[config.mk]
export PLATFORM = sky130hd
export DESIGN_NAME = bridge_memory_window_decoder
export DESIGN_NICKNAME = d
export VERILOG_FILES = /design/src/hdl/mem_window_pkg.sv /design/src/hdl/bridge_memory_window_decoder.sv /design/src/hdl/window_range_check.sv
export VERILOG_INCLUDE_DIRS = /design/src /design/src/hdl
export SDC_FILE = /design/constraint.sdc
export NUM_CORES = 1
export LEC_CHECK = 0
export BUFFER_PORTS_ARGS = -buffer_cell sky130_fd_sc_hd__buf_2
export CAP_MARGIN = 40
export CORE_MARGIN = 3
export CORE_UTILIZATION = 30
export CTS_CLUSTER_SIZE = 10
export DETAILED_ROUTE_END_ITERATION = 10
export PLACE_DENSITY = 0.59
export SLEW_MARGIN = 20
export SYNTH_ARGS = -nofsm -noshare
export SYNTH_HDL_FRONTEND = slang
export SYNTH_SLANG_ARGS = --single-unit
export TNS_END_PERCENT = 30
[constraint.sdc]
create_clock -name clk -period 3.5 [get_ports clk]
set_clock_uncertainty 0.1 [all_clocks]
set_input_delay 0.35 -clock clk [delete_from_list [all_inputs] [get_ports clk]]
set_output_delay 0.35 -clock clk [all_outputs]
set_load 0.01 [all_outputs]
[src/hdl/mem_window_cfg.svh]
// constants for the bridge memory window decoder
// assumes inclusion by the design files and the bench
`ifndef MEM_WINDOW_CFG_SVH
`define MEM_WINDOW_CFG_SVH
`define MW_GRAN_BITS 20
`define MW_LOW_ONES 20'hFFFFF
`define MW_LOW_ZERO 20'h00000
`define MW_VGA_LO 64'h00000000000A0000
`define MW_VGA_HI 64'h00000000000BFFFF
`define MW_HI_ZERO 32'h00000000
`define MW_CMD_MRD 4'h6
`define MW_CMD_MRL 4'hE
`define MW_CMD_MRM 4'hC
`define MW_ADR_NP_BASE 12'h000
`define MW_ADR_PF_BASE_LO 12'h004
`define MW_ADR_PF_BASE_HI 12'h008
`define MW_ADR_PF_LIM_HI 12'h00C
`define MW_ADR_CTRL 12'h010
`define MW_ADR_STAT 12'h014
`define MW_BIT_MSE 0
`define MW_BIT_BME 1
`define MW_BIT_VGA 2
`endif

[src/hdl/mem_window_pkg.sv]
// types for the bridge memory window decoder
// assumes mem_window_cfg.svh is reachable by include path
package mem_window_pkg;
  typedef enum logic [2:0] {
    DN_NONE = 3'b001,
    DN_FWD = 3'b010,
    DN_UR = 3'b100
  } dn_route_t;
  typedef enum logic [2:0] {
    UP_NONE = 3'b001,
    UP_FWD = 3'b010,
    UP_IGNORE = 3'b100
  } up_route_t;
endpackage

[src/hdl/bridge_memory_window_decoder.sv]
// memory window decode for the bridge, with an APB register slave
// assumes one clock domain; requests are one-cycle strobes from core logic
//
// Design decisions made here: the register addresses and register access over APB.
`timescale 1ns/10ps
`include "mem_window_cfg.svh"
module bridge_memory_window_decoder
  import mem_window_pkg::*;
(
  // clock and reset
  input wire logic clk,
  input wire logic rst_n,
  // apb slave
  input wire logic psel,
  input wire logic penable,
  input wire logic pwrite,
  input wire logic [11:0] paddr,
  input wire logic [31:0] pwdata,
  output logic [31:0] prdata,
  output logic pready,
  output logic pslverr,
  // downstream request from the upstream link
  input wire logic dnValid,
  input wire logic [63:0] dnAddr,
  input wire logic dnLongAddr,
  input wire logic dnRead,
  input wire logic [9:0] dnLenDw,
  // downstream decision
  output logic dnDone,
  output mem_window_pkg::dn_route_t dnRoute,
  output logic [9:0] dnFetchDw,
  // request seen on the secondary bus
  input wire logic upValid,
  input wire logic [63:0] upAddr,
  input wire logic [3:0] upCmd,
  // upstream decision
  output logic upDone,
  output mem_window_pkg::up_route_t upRoute,
  output logic upPrefetch
);
  import mem_window_pkg::*;

  logic [31:0] npWin_r;
  logic [31:0] pfBaseLimLo_r;
  logic [31:0] pfBaseHi_r;
  logic [31:0] pfLimHi_r;
  logic memSpaceEnable_r;
  logic busMasterEnable_r;
  logic vgaEnable_r;
  logic [15:0] dnCount_r;
  logic [15:0] upCount_r;
  logic npHitDn;
  logic npHitUp;
  logic pfEn;
  logic pfHitDn;
  logic pfHitUp;
  logic [63:0] dnAddrEff;
  logic dnVga;
  logic upVga;
  logic dnClaim;
  logic upBlock;
  logic isRead;
  logic wrAccess;
  logic rdAccess;
  logic mapped;
  dn_route_t dnRoute_nxt;
  up_route_t upRoute_nxt;
  logic upPrefetch_nxt;

  // apb handshake: zero wait states
  assign wrAccess = psel && penable && pwrite;
  assign rdAccess = psel && !penable && !pwrite;
  always_comb
  begin
    unique case (paddr)
      `MW_ADR_NP_BASE, `MW_ADR_PF_BASE_LO, `MW_ADR_PF_BASE_HI,
      `MW_ADR_PF_LIM_HI, `MW_ADR_CTRL, `MW_ADR_STAT:
        mapped = 1'b1;
      default:
        mapped = 1'b0;
    endcase
  end

  always_ff @(posedge clk)
  begin
    if (!rst_n)
    begin
      pready <= 1'b0;
      pslverr <= 1'b0;
    end
    else
    begin
      pready <= psel && !penable;
      pslverr <= psel && !penable && !mapped;
    end
  end

  // window registers
  always_ff @(posedge clk)
  begin
    if (!rst_n)
    begin
      npWin_r <= 32'h00000000;
      pfBaseLimLo_r <= 32'h00000000;
      pfBaseHi_r <= 32'h00000000;
      pfLimHi_r <= 32'h00000000;
    end
    else if (wrAccess)
    begin
      if (paddr == `MW_ADR_NP_BASE)
        npWin_r <= pwdata;
      if (paddr == `MW_ADR_PF_BASE_LO)
        pfBaseLimLo_r <= pwdata;
      if (paddr == `MW_ADR_PF_BASE_HI)
        pfBaseHi_r <= pwdata;
      if (paddr == `MW_ADR_PF_LIM_HI)
        pfLimHi_r <= pwdata;
    end
  end

  // control bits
  always_ff @(posedge clk)
  begin
    if (!rst_n)
    begin
      memSpaceEnable_r <= 1'b0;
      busMasterEnable_r <= 1'b0;
      vgaEnable_r <= 1'b0;
    end
    else if (wrAccess && paddr == `MW_ADR_CTRL)
    begin
      memSpaceEnable_r <= pwdata[`MW_BIT_MSE];
      busMasterEnable_r <= pwdata[`MW_BIT_BME];
      vgaEnable_r <= pwdata[`MW_BIT_VGA];
    end
  end

  // read data captured in setup, valid in access phase
  always_ff @(posedge clk)
  begin
    if (!rst_n)
      prdata <= 32'h00000000;
    else if (rdAccess)
    begin
      unique case (paddr)
        `MW_ADR_NP_BASE: prdata <= npWin_r;
        `MW_ADR_PF_BASE_LO: prdata <= pfBaseLimLo_r;
        `MW_ADR_PF_BASE_HI: prdata <= pfBaseHi_r;
        `MW_ADR_PF_LIM_HI: prdata <= pfLimHi_r;
        `MW_ADR_CTRL: prdata <= {29'h00000000, vgaEnable_r,
          busMasterEnable_r, memSpaceEnable_r};
        `MW_ADR_STAT: prdata <= {dnCount_r, upCount_r};
        default: prdata <= 32'h00000000;
      endcase
    end
  end

  // short address format carries only the low 32 bits
  assign dnAddrEff = dnLongAddr ? dnAddr :
    {`MW_HI_ZERO, dnAddr[31:0]};

  // non-prefetchable window lies below 4 GB
  window_range_check #(
    .UNIT_W(12)
  ) npDnCheck (
    .baseUnit(npWin_r[15:4]),
    .limitUnit(npWin_r[31:20]),
    .addr(dnAddrEff),
    .enabled(),
    .hit(npHitDn)
  );
  window_range_check #(
    .UNIT_W(12)
  ) npUpCheck (
    .baseUnit(npWin_r[15:4]),
    .limitUnit(npWin_r[31:20]),
    .addr(upAddr),
    .enabled(),
    .hit(npHitUp)
  );

  // 64-bit prefetchable compare, may straddle 4 GB
  window_range_check #(
    .UNIT_W(44)
  ) pfDnCheck (
    .baseUnit({pfBaseHi_r, pfBaseLimLo_r[15:4]}),
    .limitUnit({pfLimHi_r, pfBaseLimLo_r[31:20]}),
    .addr(dnAddrEff),
    .enabled(pfEn),
    .hit(pfHitDn)
  );
  window_range_check #(
    .UNIT_W(44)
  ) pfUpCheck (
    .baseUnit({pfBaseHi_r, pfBaseLimLo_r[15:4]}),
    .limitUnit({pfLimHi_r, pfBaseLimLo_r[31:20]}),
    .addr(upAddr),
    .enabled(),
    .hit(pfHitUp)
  );

  // legacy frame buffer range
  assign dnVga = vgaEnable_r && dnAddrEff >= `MW_VGA_LO &&
    dnAddrEff <= `MW_VGA_HI;
  assign upVga = vgaEnable_r && upAddr >= `MW_VGA_LO &&
    upAddr <= `MW_VGA_HI;

  assign dnClaim = npHitDn || pfHitDn || dnVga;
  // with memory enable clear nothing is blocked upstream
  assign upBlock = memSpaceEnable_r &&
    (npHitUp || pfHitUp || upVga);

  always_comb
  begin
    if (!memSpaceEnable_r)
      dnRoute_nxt = DN_UR;
    else if (dnClaim)
      dnRoute_nxt = DN_FWD;
    else
      dnRoute_nxt = DN_NONE;
  end

  assign isRead = (upCmd == `MW_CMD_MRD) || (upCmd == `MW_CMD_MRL) ||
    (upCmd == `MW_CMD_MRM);

  always_comb
  begin
    upPrefetch_nxt = 1'b0;
    if (!busMasterEnable_r)
      upRoute_nxt = UP_IGNORE;
    else if (upBlock)
      upRoute_nxt = UP_NONE;
    else
    begin
      upRoute_nxt = UP_FWD;
      if (pfEn && pfHitUp)
        upPrefetch_nxt = isRead;
      else
        upPrefetch_nxt = (upCmd == `MW_CMD_MRL) ||
          (upCmd == `MW_CMD_MRM);
    end
  end

  // downstream decision register
  always_ff @(posedge clk)
  begin
    if (!rst_n)
    begin
      dnDone <= 1'b0;
      dnRoute <= DN_NONE;
      dnFetchDw <= 10'h000;
    end
    else
    begin
      dnDone <= dnValid;
      if (dnValid)
      begin
        dnRoute <= dnRoute_nxt;
        // reads fetch exactly the request length, writes fetch nothing
        dnFetchDw <= dnRead ? dnLenDw : 10'h000;
      end
    end
  end

  // upstream decision register
  always_ff @(posedge clk)
  begin
    if (!rst_n)
    begin
      upDone <= 1'b0;
      upRoute <= UP_NONE;
      upPrefetch <= 1'b0;
    end
    else
    begin
      upDone <= upValid;
      if (upValid)
      begin
        upRoute <= upRoute_nxt;
        upPrefetch <= upPrefetch_nxt;
      end
    end
  end

  // forwarded counts for status
  always_ff @(posedge clk)
  begin
    if (!rst_n)
    begin
      dnCount_r <= 16'h0000;
      upCount_r <= 16'h0000;
    end
    else
    begin
      if (dnValid && dnRoute_nxt == DN_FWD)
        dnCount_r <= dnCount_r + 16'h0001;
      if (upValid && upRoute_nxt == UP_FWD)
        upCount_r <= upCount_r + 16'h0001;
    end
  end
endmodule

[src/hdl/window_range_check.sv]
// one base/limit range compare at 1 MB granularity
// assumes base and limit given as 1 MB unit numbers
`timescale 1ns/10ps
`include "mem_window_cfg.svh"
module window_range_check #(
  parameter int UNIT_W = 44
) (
  // window
  input wire logic [UNIT_W-1:0] baseUnit,
  input wire logic [UNIT_W-1:0] limitUnit,
  // address
  input wire logic [63:0] addr,
  // result
  output logic enabled,
  output logic hit
);
  logic [63:0] baseFull;
  logic [63:0] limitFull;
  // base low bits zero, limit low bits ones
  assign baseFull = 64'({baseUnit, `MW_LOW_ZERO});
  assign limitFull = 64'({limitUnit, `MW_LOW_ONES});
  assign enabled = (baseFull <= limitFull);
  assign hit = enabled && (addr >= baseFull) && (addr <= limitFull);
endmodule

# After elaboration in Yosys (flattened, before gate mapping)
# Index checks and enable logic that the tools add are counted.
# classes
n_addsub,2
n_lt_le_gt_ge,14
eq_ne,10
n_mux,11
reduce_logical,38
# ops
operator,n
64-bit <= comparator,3
32-bit one-hot mux with 6 select lines,1
"64-bit by 20-bit >= comparator with 1-bit output, second input constant",2
64-bit by 32-bit >= comparator with 1-bit output,2
64-bit >= comparator,2
"64-bit by 20-bit <= comparator with 1-bit output, second input constant",2
64-bit by 32-bit <= comparator with 1-bit output,2
64-bit 2-to-1 mux,1
"16-bit by 1-bit adder with 16-bit output, second input constant",2
32-bit <= comparator,1
"12-bit by 4-bit equality test with 1-bit output, second input constant",2
"12-bit by 5-bit equality test with 1-bit output, second input constant",2
1-bit logical AND,22
"12-bit by 3-bit equality test with 1-bit output, second input constant",1
12-bit logical NOT,1
10-bit 2-to-1 mux,1
"4-bit equality test, second input constant",2
2-bit AND reduction,4
1-bit logical OR,7
"3-bit by 2-bit equality test with 1-bit output, second input constant",2
3-bit 2-to-1 mux,2
6-bit OR reduction,1
"4-bit by 3-bit equality test with 1-bit output, second input constant",1
1-bit 2-to-1 mux,4
other kinds (2),5
# totals
ff_bits,216
elab_cells,93

# Depth between registers and ports, before layout
# depth
ltp_word,10
depth_mapped,15
mapped_depth_nobuf,11

# By module
# From an unflattened synthesis, not the netlist that was laid out.
# hier_totals
hier_cells,2335
area_unflattened_um2,17988.5
# modules_own_cells
module,n_inst,cells_each,area_each_um2,seq_area_each_um2
bridge_memory_window_decoder,1,1183,9452.8,4324.1
window_range_check at pfDnCheck ...,2,439,3235.6,0.0
window_range_check at npDnCheck ...,2,137,1032.2,0.0

# Least setup slack after synthesis
# No wires, ideal clock.
# synth_path
path_kind,input-to-reg
start,input dnLongAddr
end,register dnCount_r[14]
arrival_time_ps,3046
t_required_ps,3330
slack_ps,284
cell_stages,13
path_buffers,3
cell_sequence,buf_6 -> clkbuf_1 -> and2_1 -> ha_1 -> a21o_1 -> a21o_1 -> a211o_1 -> a2111oi_0 -> nor2_1 -> o22a_2 -> buf_6 -> or4_1 -> a21oi_1
# synth_via
elab_chain_len,10
# synth_lines
item,line_no,source
"start, declared",bridge_memory_window_decoder.sv:25,"input wire logic dnLongAddr,"
64-bit 2-to-1 mux (*),bridge_memory_window_decoder.sv:159,assign dnAddrEff = dnLongAddr ? dnAddr :
64-bit by 32-bit >= comparator with 1-bit output or 64-bit >= comparator (tied branches),window_range_check.sv:23,assign hit = enabled && (addr >= baseFull) && (addr <= limitFull);
1-bit logical AND (2 in series),window_range_check.sv:23,
1-bit logical OR,bridge_memory_window_decoder.sv:208,assign dnClaim = npHitDn || pfHitDn || dnVga;
1-bit logical OR (*),bridge_memory_window_decoder.sv:208,
2-bit 2-to-1 mux (*),bridge_memory_window_decoder.sv:217,else if (dnClaim)
3-bit 2-to-1 mux (*),bridge_memory_window_decoder.sv:215,if (!memSpaceEnable_r)
3-bit by 2-bit equality test with 1-bit output (*),bridge_memory_window_decoder.sv:295,if (dnValid && dnRoute_nxt == DN_FWD)
1-bit logical AND (*),bridge_memory_window_decoder.sv:295,
"end signal, assigned",bridge_memory_window_decoder.sv:296,dnCount_r <= dnCount_r + 16'h0001;
"end, declared",bridge_memory_window_decoder.sv:50,logic [15:0] dnCount_r;
# Mark *: on every way between the ends. The rest lies on a longest branch, timed or not.
# A chain may end at the register's enable or synchronous reset.

# Worst setup path after layout
# layout_path
start,register pfBaseHi_r[8]
end,register dnRoute[1]
# layout_via
elab_chain_len,7
# layout_lines
item,line_no,source
"start, declared",bridge_memory_window_decoder.sv:45,logic [31:0] pfBaseHi_r;
"start signal, assigned",bridge_memory_window_decoder.sv:115,pfBaseHi_r <= pwdata;
64-bit <= comparator or 64-bit >= comparator (tied branches),"window_range_check.sv:22, window_range_check.sv:23",
1-bit logical AND (*) (2 in series),window_range_check.sv:23,
1-bit logical OR (*) (2 in series),bridge_memory_window_decoder.sv:208,
2-bit 2-to-1 mux (*),bridge_memory_window_decoder.sv:217,
3-bit 2-to-1 mux (*),bridge_memory_window_decoder.sv:215,
"end signal, assigned",bridge_memory_window_decoder.sv:258,dnRoute <= dnRoute_nxt;
"end, declared",bridge_memory_window_decoder.sv:30,"output mem_window_pkg::dn_route_t dnRoute,"
# Marks and branches as above.

==> flow_summary.json <==
{
  "worstMarginPinSlew_ns": 0.8473,
  "start_kind": "register",
  "end_kind": "register",
  "r2r_cells": 11,
  "holdPathEnd": "pfBaseLimLo_r[3]$_SDFFE_PN0P_",
  "synth_top_family_by_area": "compound AO/OA/AOI/OAI gates",
  "die_area_um2": 55810,
  "finalWirelength_um": 69420,
  "globalplace.congestion": 0.9653,
  "fin_crit_sh_pct": 98.18,
  "clk_latency_ns": 0.53,
  "drc_errors": 0,
  "max_slew_margin_pct": 43.51,
  "leakage_uw": 0.008013,
  "drt_iter0_drc": 1844,
  "ys.flop_type": "dfxtp_1",
  "min_period_ns": 3.436,
  "fp.dieH_um": 236.2,
  "postSynthAreaPerCell_um2": 7.854,
  "cap_viol_max_count": 0,
  "synthXorXnorAreaFrac_pct": 0,
  "start_util_pct": 30.63,
  "rows": 83,
  "grt_pass1_vias": 16396,
  "grt_max_degree": 93,
  "finish.net_count": 2855,
  "synth_cell_types": 66,
  "setup-tns-final_ns": 0,
  "hold_class": "in2reg",
  "finish.utilization_pct": 38.67,
  "coreArea_um2": 51920,
  "clk_pin_slew_ns": 0.06,
  "worst_ep_arrival_time_ns": 3.76,
  "r2r_setup_slack_ns": 0.06,
  "synthSimpleGateAreaFrac_pct": 21.73,
  "cp_max_fo": 6,
  "drt-pass1-iter-count": 6,
  "nFillCells": 5351,
  "hold_violations": 0,
  "root_buffer": "clkbuf_16",
  "hold_depth": 3,
  "synth-edff-count": 0,
  "io_buffers": 247,
  "synth-seq-cells": 216,
  "rsz0062_at_grt": "yes",
  "timing.hold.ws_ns": 0.004994,
  "critical_path_class": "reg2reg",
  "grt_pass1_wl_um": 101200,
  "vias": 17265,
  "synth.cell_area_um2": 15900,
  "cts.path.max_buffers": 3,
  "h-tree-depth": 1,
  "status": "finished clean",
  "antenna_found_initial": 3,
  "antenna_left": 0,
  "setup_viol": 0,
  "grt_usage_pct": 23.20,
  "wl_per_cell_um": 22.61,
  "io_pins": 248,
  "ys_warn_count": 0,
  "cts_buffers": 25,
  "fmax_mhz": 291.0,
  "overflow": 0,
  "fp.dieW_um": 236.2,
  "drive_gt1_share_pct": 21.89,
  "synth-adder-area-share_pct": 21.87,
  "synthMuxAreaShare_pct": 1.007,
  "cts_tree": "built",
  "avgViaCountPerCell": 5.624,
  "worstReg2RegEnd": "dnRoute[1]$_SDFFE_PN0P_",
  "worstPathRequired_ns": 3.82,
  "area_growth_pct": 26.26,
  "synthArstFlopShare_pct": 0,
  "clock_sinks": 216,
  "dpl.hpwl_um": 54590,
  "reg2reg_from": "pfBaseHi_r[8]$_SDFFE_PN0P_",
  "syn_inst": 2025,
  "synth_compound_area_share_pct": 22.75,
  "irDropWorstVdd_uv": 286.4,
  "min_from": "pwdata[3]",
  "slew_violations": 0,
  "p_per_area_nw_per_um2": 281.0,
  "ys_seq_area_share_pct": 27.19,
  "syn-num-nets": 2498
}
-- what timing repair did --
action | 4_1_cts | 5_1_grt
cloned | 0 | 4
buffers inserted | 2 | 3
gates resized for setup | 10 | 77
hold buffers | 13 | 0
endpoints found under the setup margin | 35 | 36
endpoints found under the hold margin | 14 | 0
pin swaps | 4 | 24
-- worst max path at each step --
stage	startpoint	to	slack, ns
after global placement	upAddr[22]	upPrefetch$_SDFFE_PN0P_	-0.23
after global routing	pfBaseHi_r[10]$_SDFFE_PN0P_	upRoute[1]$_SDFFE_PN0P_	-0.03
final	pfBaseHi_r[8]$_SDFFE_PN0P_	dnRoute[1]$_SDFFE_PN0P_	0.06
after detailed placement	upAddr[22]	upPrefetch$_SDFFE_PN0P_	-0.28
after floorplan	dnLongAddr	dnCount_r[14]$_SDFFE_PN0P_	0.28
after CTS	pfLimHi_r[19]$_SDFFE_PN0P_	upCount_r[2]$_SDFFE_PN0P_	0.01
-- report_power, final --
group | total [µW] | switching, µW | internal [µW]
clock network | 2260 | 993 | 1270
logic | 908 | 522 | 386
registers | 2470 | 5.16 | 2470
total | 5640 | 1520 | 4120
-- flip-flops by register name (all words and copies together), names as in the netlist, 3 cells and up --
name and count:
pfLimHi_r 32, pfBaseLimLo_r 32, upCount_r 16, pfBaseHi_r 32, upRoute 3, npWin_r 32
dnFetchDw 10, dnRoute 3, dnCount_r 16, prdata 32
-- critical path: stages, from the launching register on --
cell and delay [ns]:
dfxtp_1 0.54, inv_1 0.14, ha_1 0.22, a21o_1 0.18
a221o_1 0.31, a221o_1 0.35, a211o_1 0.33, o31ai_4 0.48
o22a_2 0.29, buf_4 0.16, o2bb2ai_1 0.06, and2_1 0.17
-- synthesized netlist by cell type, drive strengths merged (11+ instances only) --
library cell	n	area (µm²)
dfxtp	216	4324
or4	18	135.1
ha	278	3478
and2	45	281.5
inv	126	473.0
a22oi	65	488.0
nand4	70	437.9
o21ai	81	405.4
a21oi	251	1256
a21o	44	330.3
a22o	21	183.9
a211oi	16	120.1
nor3	19	100.1
nor4	47	306.5
mux2i	16	160.2
a221oi	11	96.34
o31ai	21	157.7
nand2b	14	87.58
and3	16	100.1
clkbuf	83	311.6
nand2	346	1299
buf	13	82.58
nor2	83	311.6
a222oi	15	150.1
nand3	28	140.1
-- layout by cell type, fill, tap and decap left out, drive strengths merged, types with 11 or more instances in the layout --
| cell type | netlist | layout |
|---|---|---|
| dfxtp | 216 | 216 |
| and3 | 16 | 16 |
| dlygate4sd3 | 0 | 13 |
| ha | 278 | 278 |
| nor2 | 83 | 83 |
| o31ai | 21 | 21 |
| inv | 126 | 127 |
| a22oi | 65 | 65 |
| a221oi | 11 | 11 |
| a21o | 44 | 44 |
| nand4 | 70 | 70 |
| a211oi | 16 | 16 |
| nor3 | 19 | 19 |
| nor4 | 47 | 47 |
| a222oi | 15 | 15 |
| or4 | 18 | 18 |
| a21oi | 251 | 251 |
| o21ai | 81 | 81 |
| mux2i | 16 | 16 |
| and2 | 45 | 45 |
| buf | 13 | 411 |
| nand2b | 14 | 14 |
| a22o | 21 | 21 |
| clkbuf | 83 | 29 |
| nand3 | 28 | 28 |
| nand2 | 346 | 346 |
-- metrics by stage --
step	setup WS [ns]	power, µW	instances	area, µm²
after floorplan	0.2841	2929	2025	15900
after global placement	-0.2266	3325	3011	18900
after detailed placement	-0.2777	3352	3012	18920
after CTS	0.01454	5618	3057	19750
after global routing	-0.02816	5862	3066	20070
final	0.06370	5644	3070	20080
-- cells by family (layout without fill, tap and decap cells) --
kind of cell / after synthesis / after routing
buf+inv: 222 / 580
mux: 16 / 16
compound gates: 574 / 576
fa+ha+maj: 278 / 278
other cells: 0 / 5
simple gates: 719 / 719
flops: 216 / 216
-- layer usage --
metal	share of wire (%)	GRT usage (%)
met2	44	36.39
met5	0	0
met1	46	33.51
met4	1.9	4.636
met3	8.4	3.788
-- area by class of cell --
class                   count  area (µm²)  area share (%)
diodes                      5       12.51         0.06231
clock inverters             1       8.758         0.04362
clock buffers              29       640.6           3.190
inverters                 126       478.0           2.380
well taps                 680       850.8           4.237
repair buffers            424        2729           13.59
multi-input cells        1589       11020           54.86
flip-flops and latches    216        4345           21.64
(Power assumes the default switching activity.)
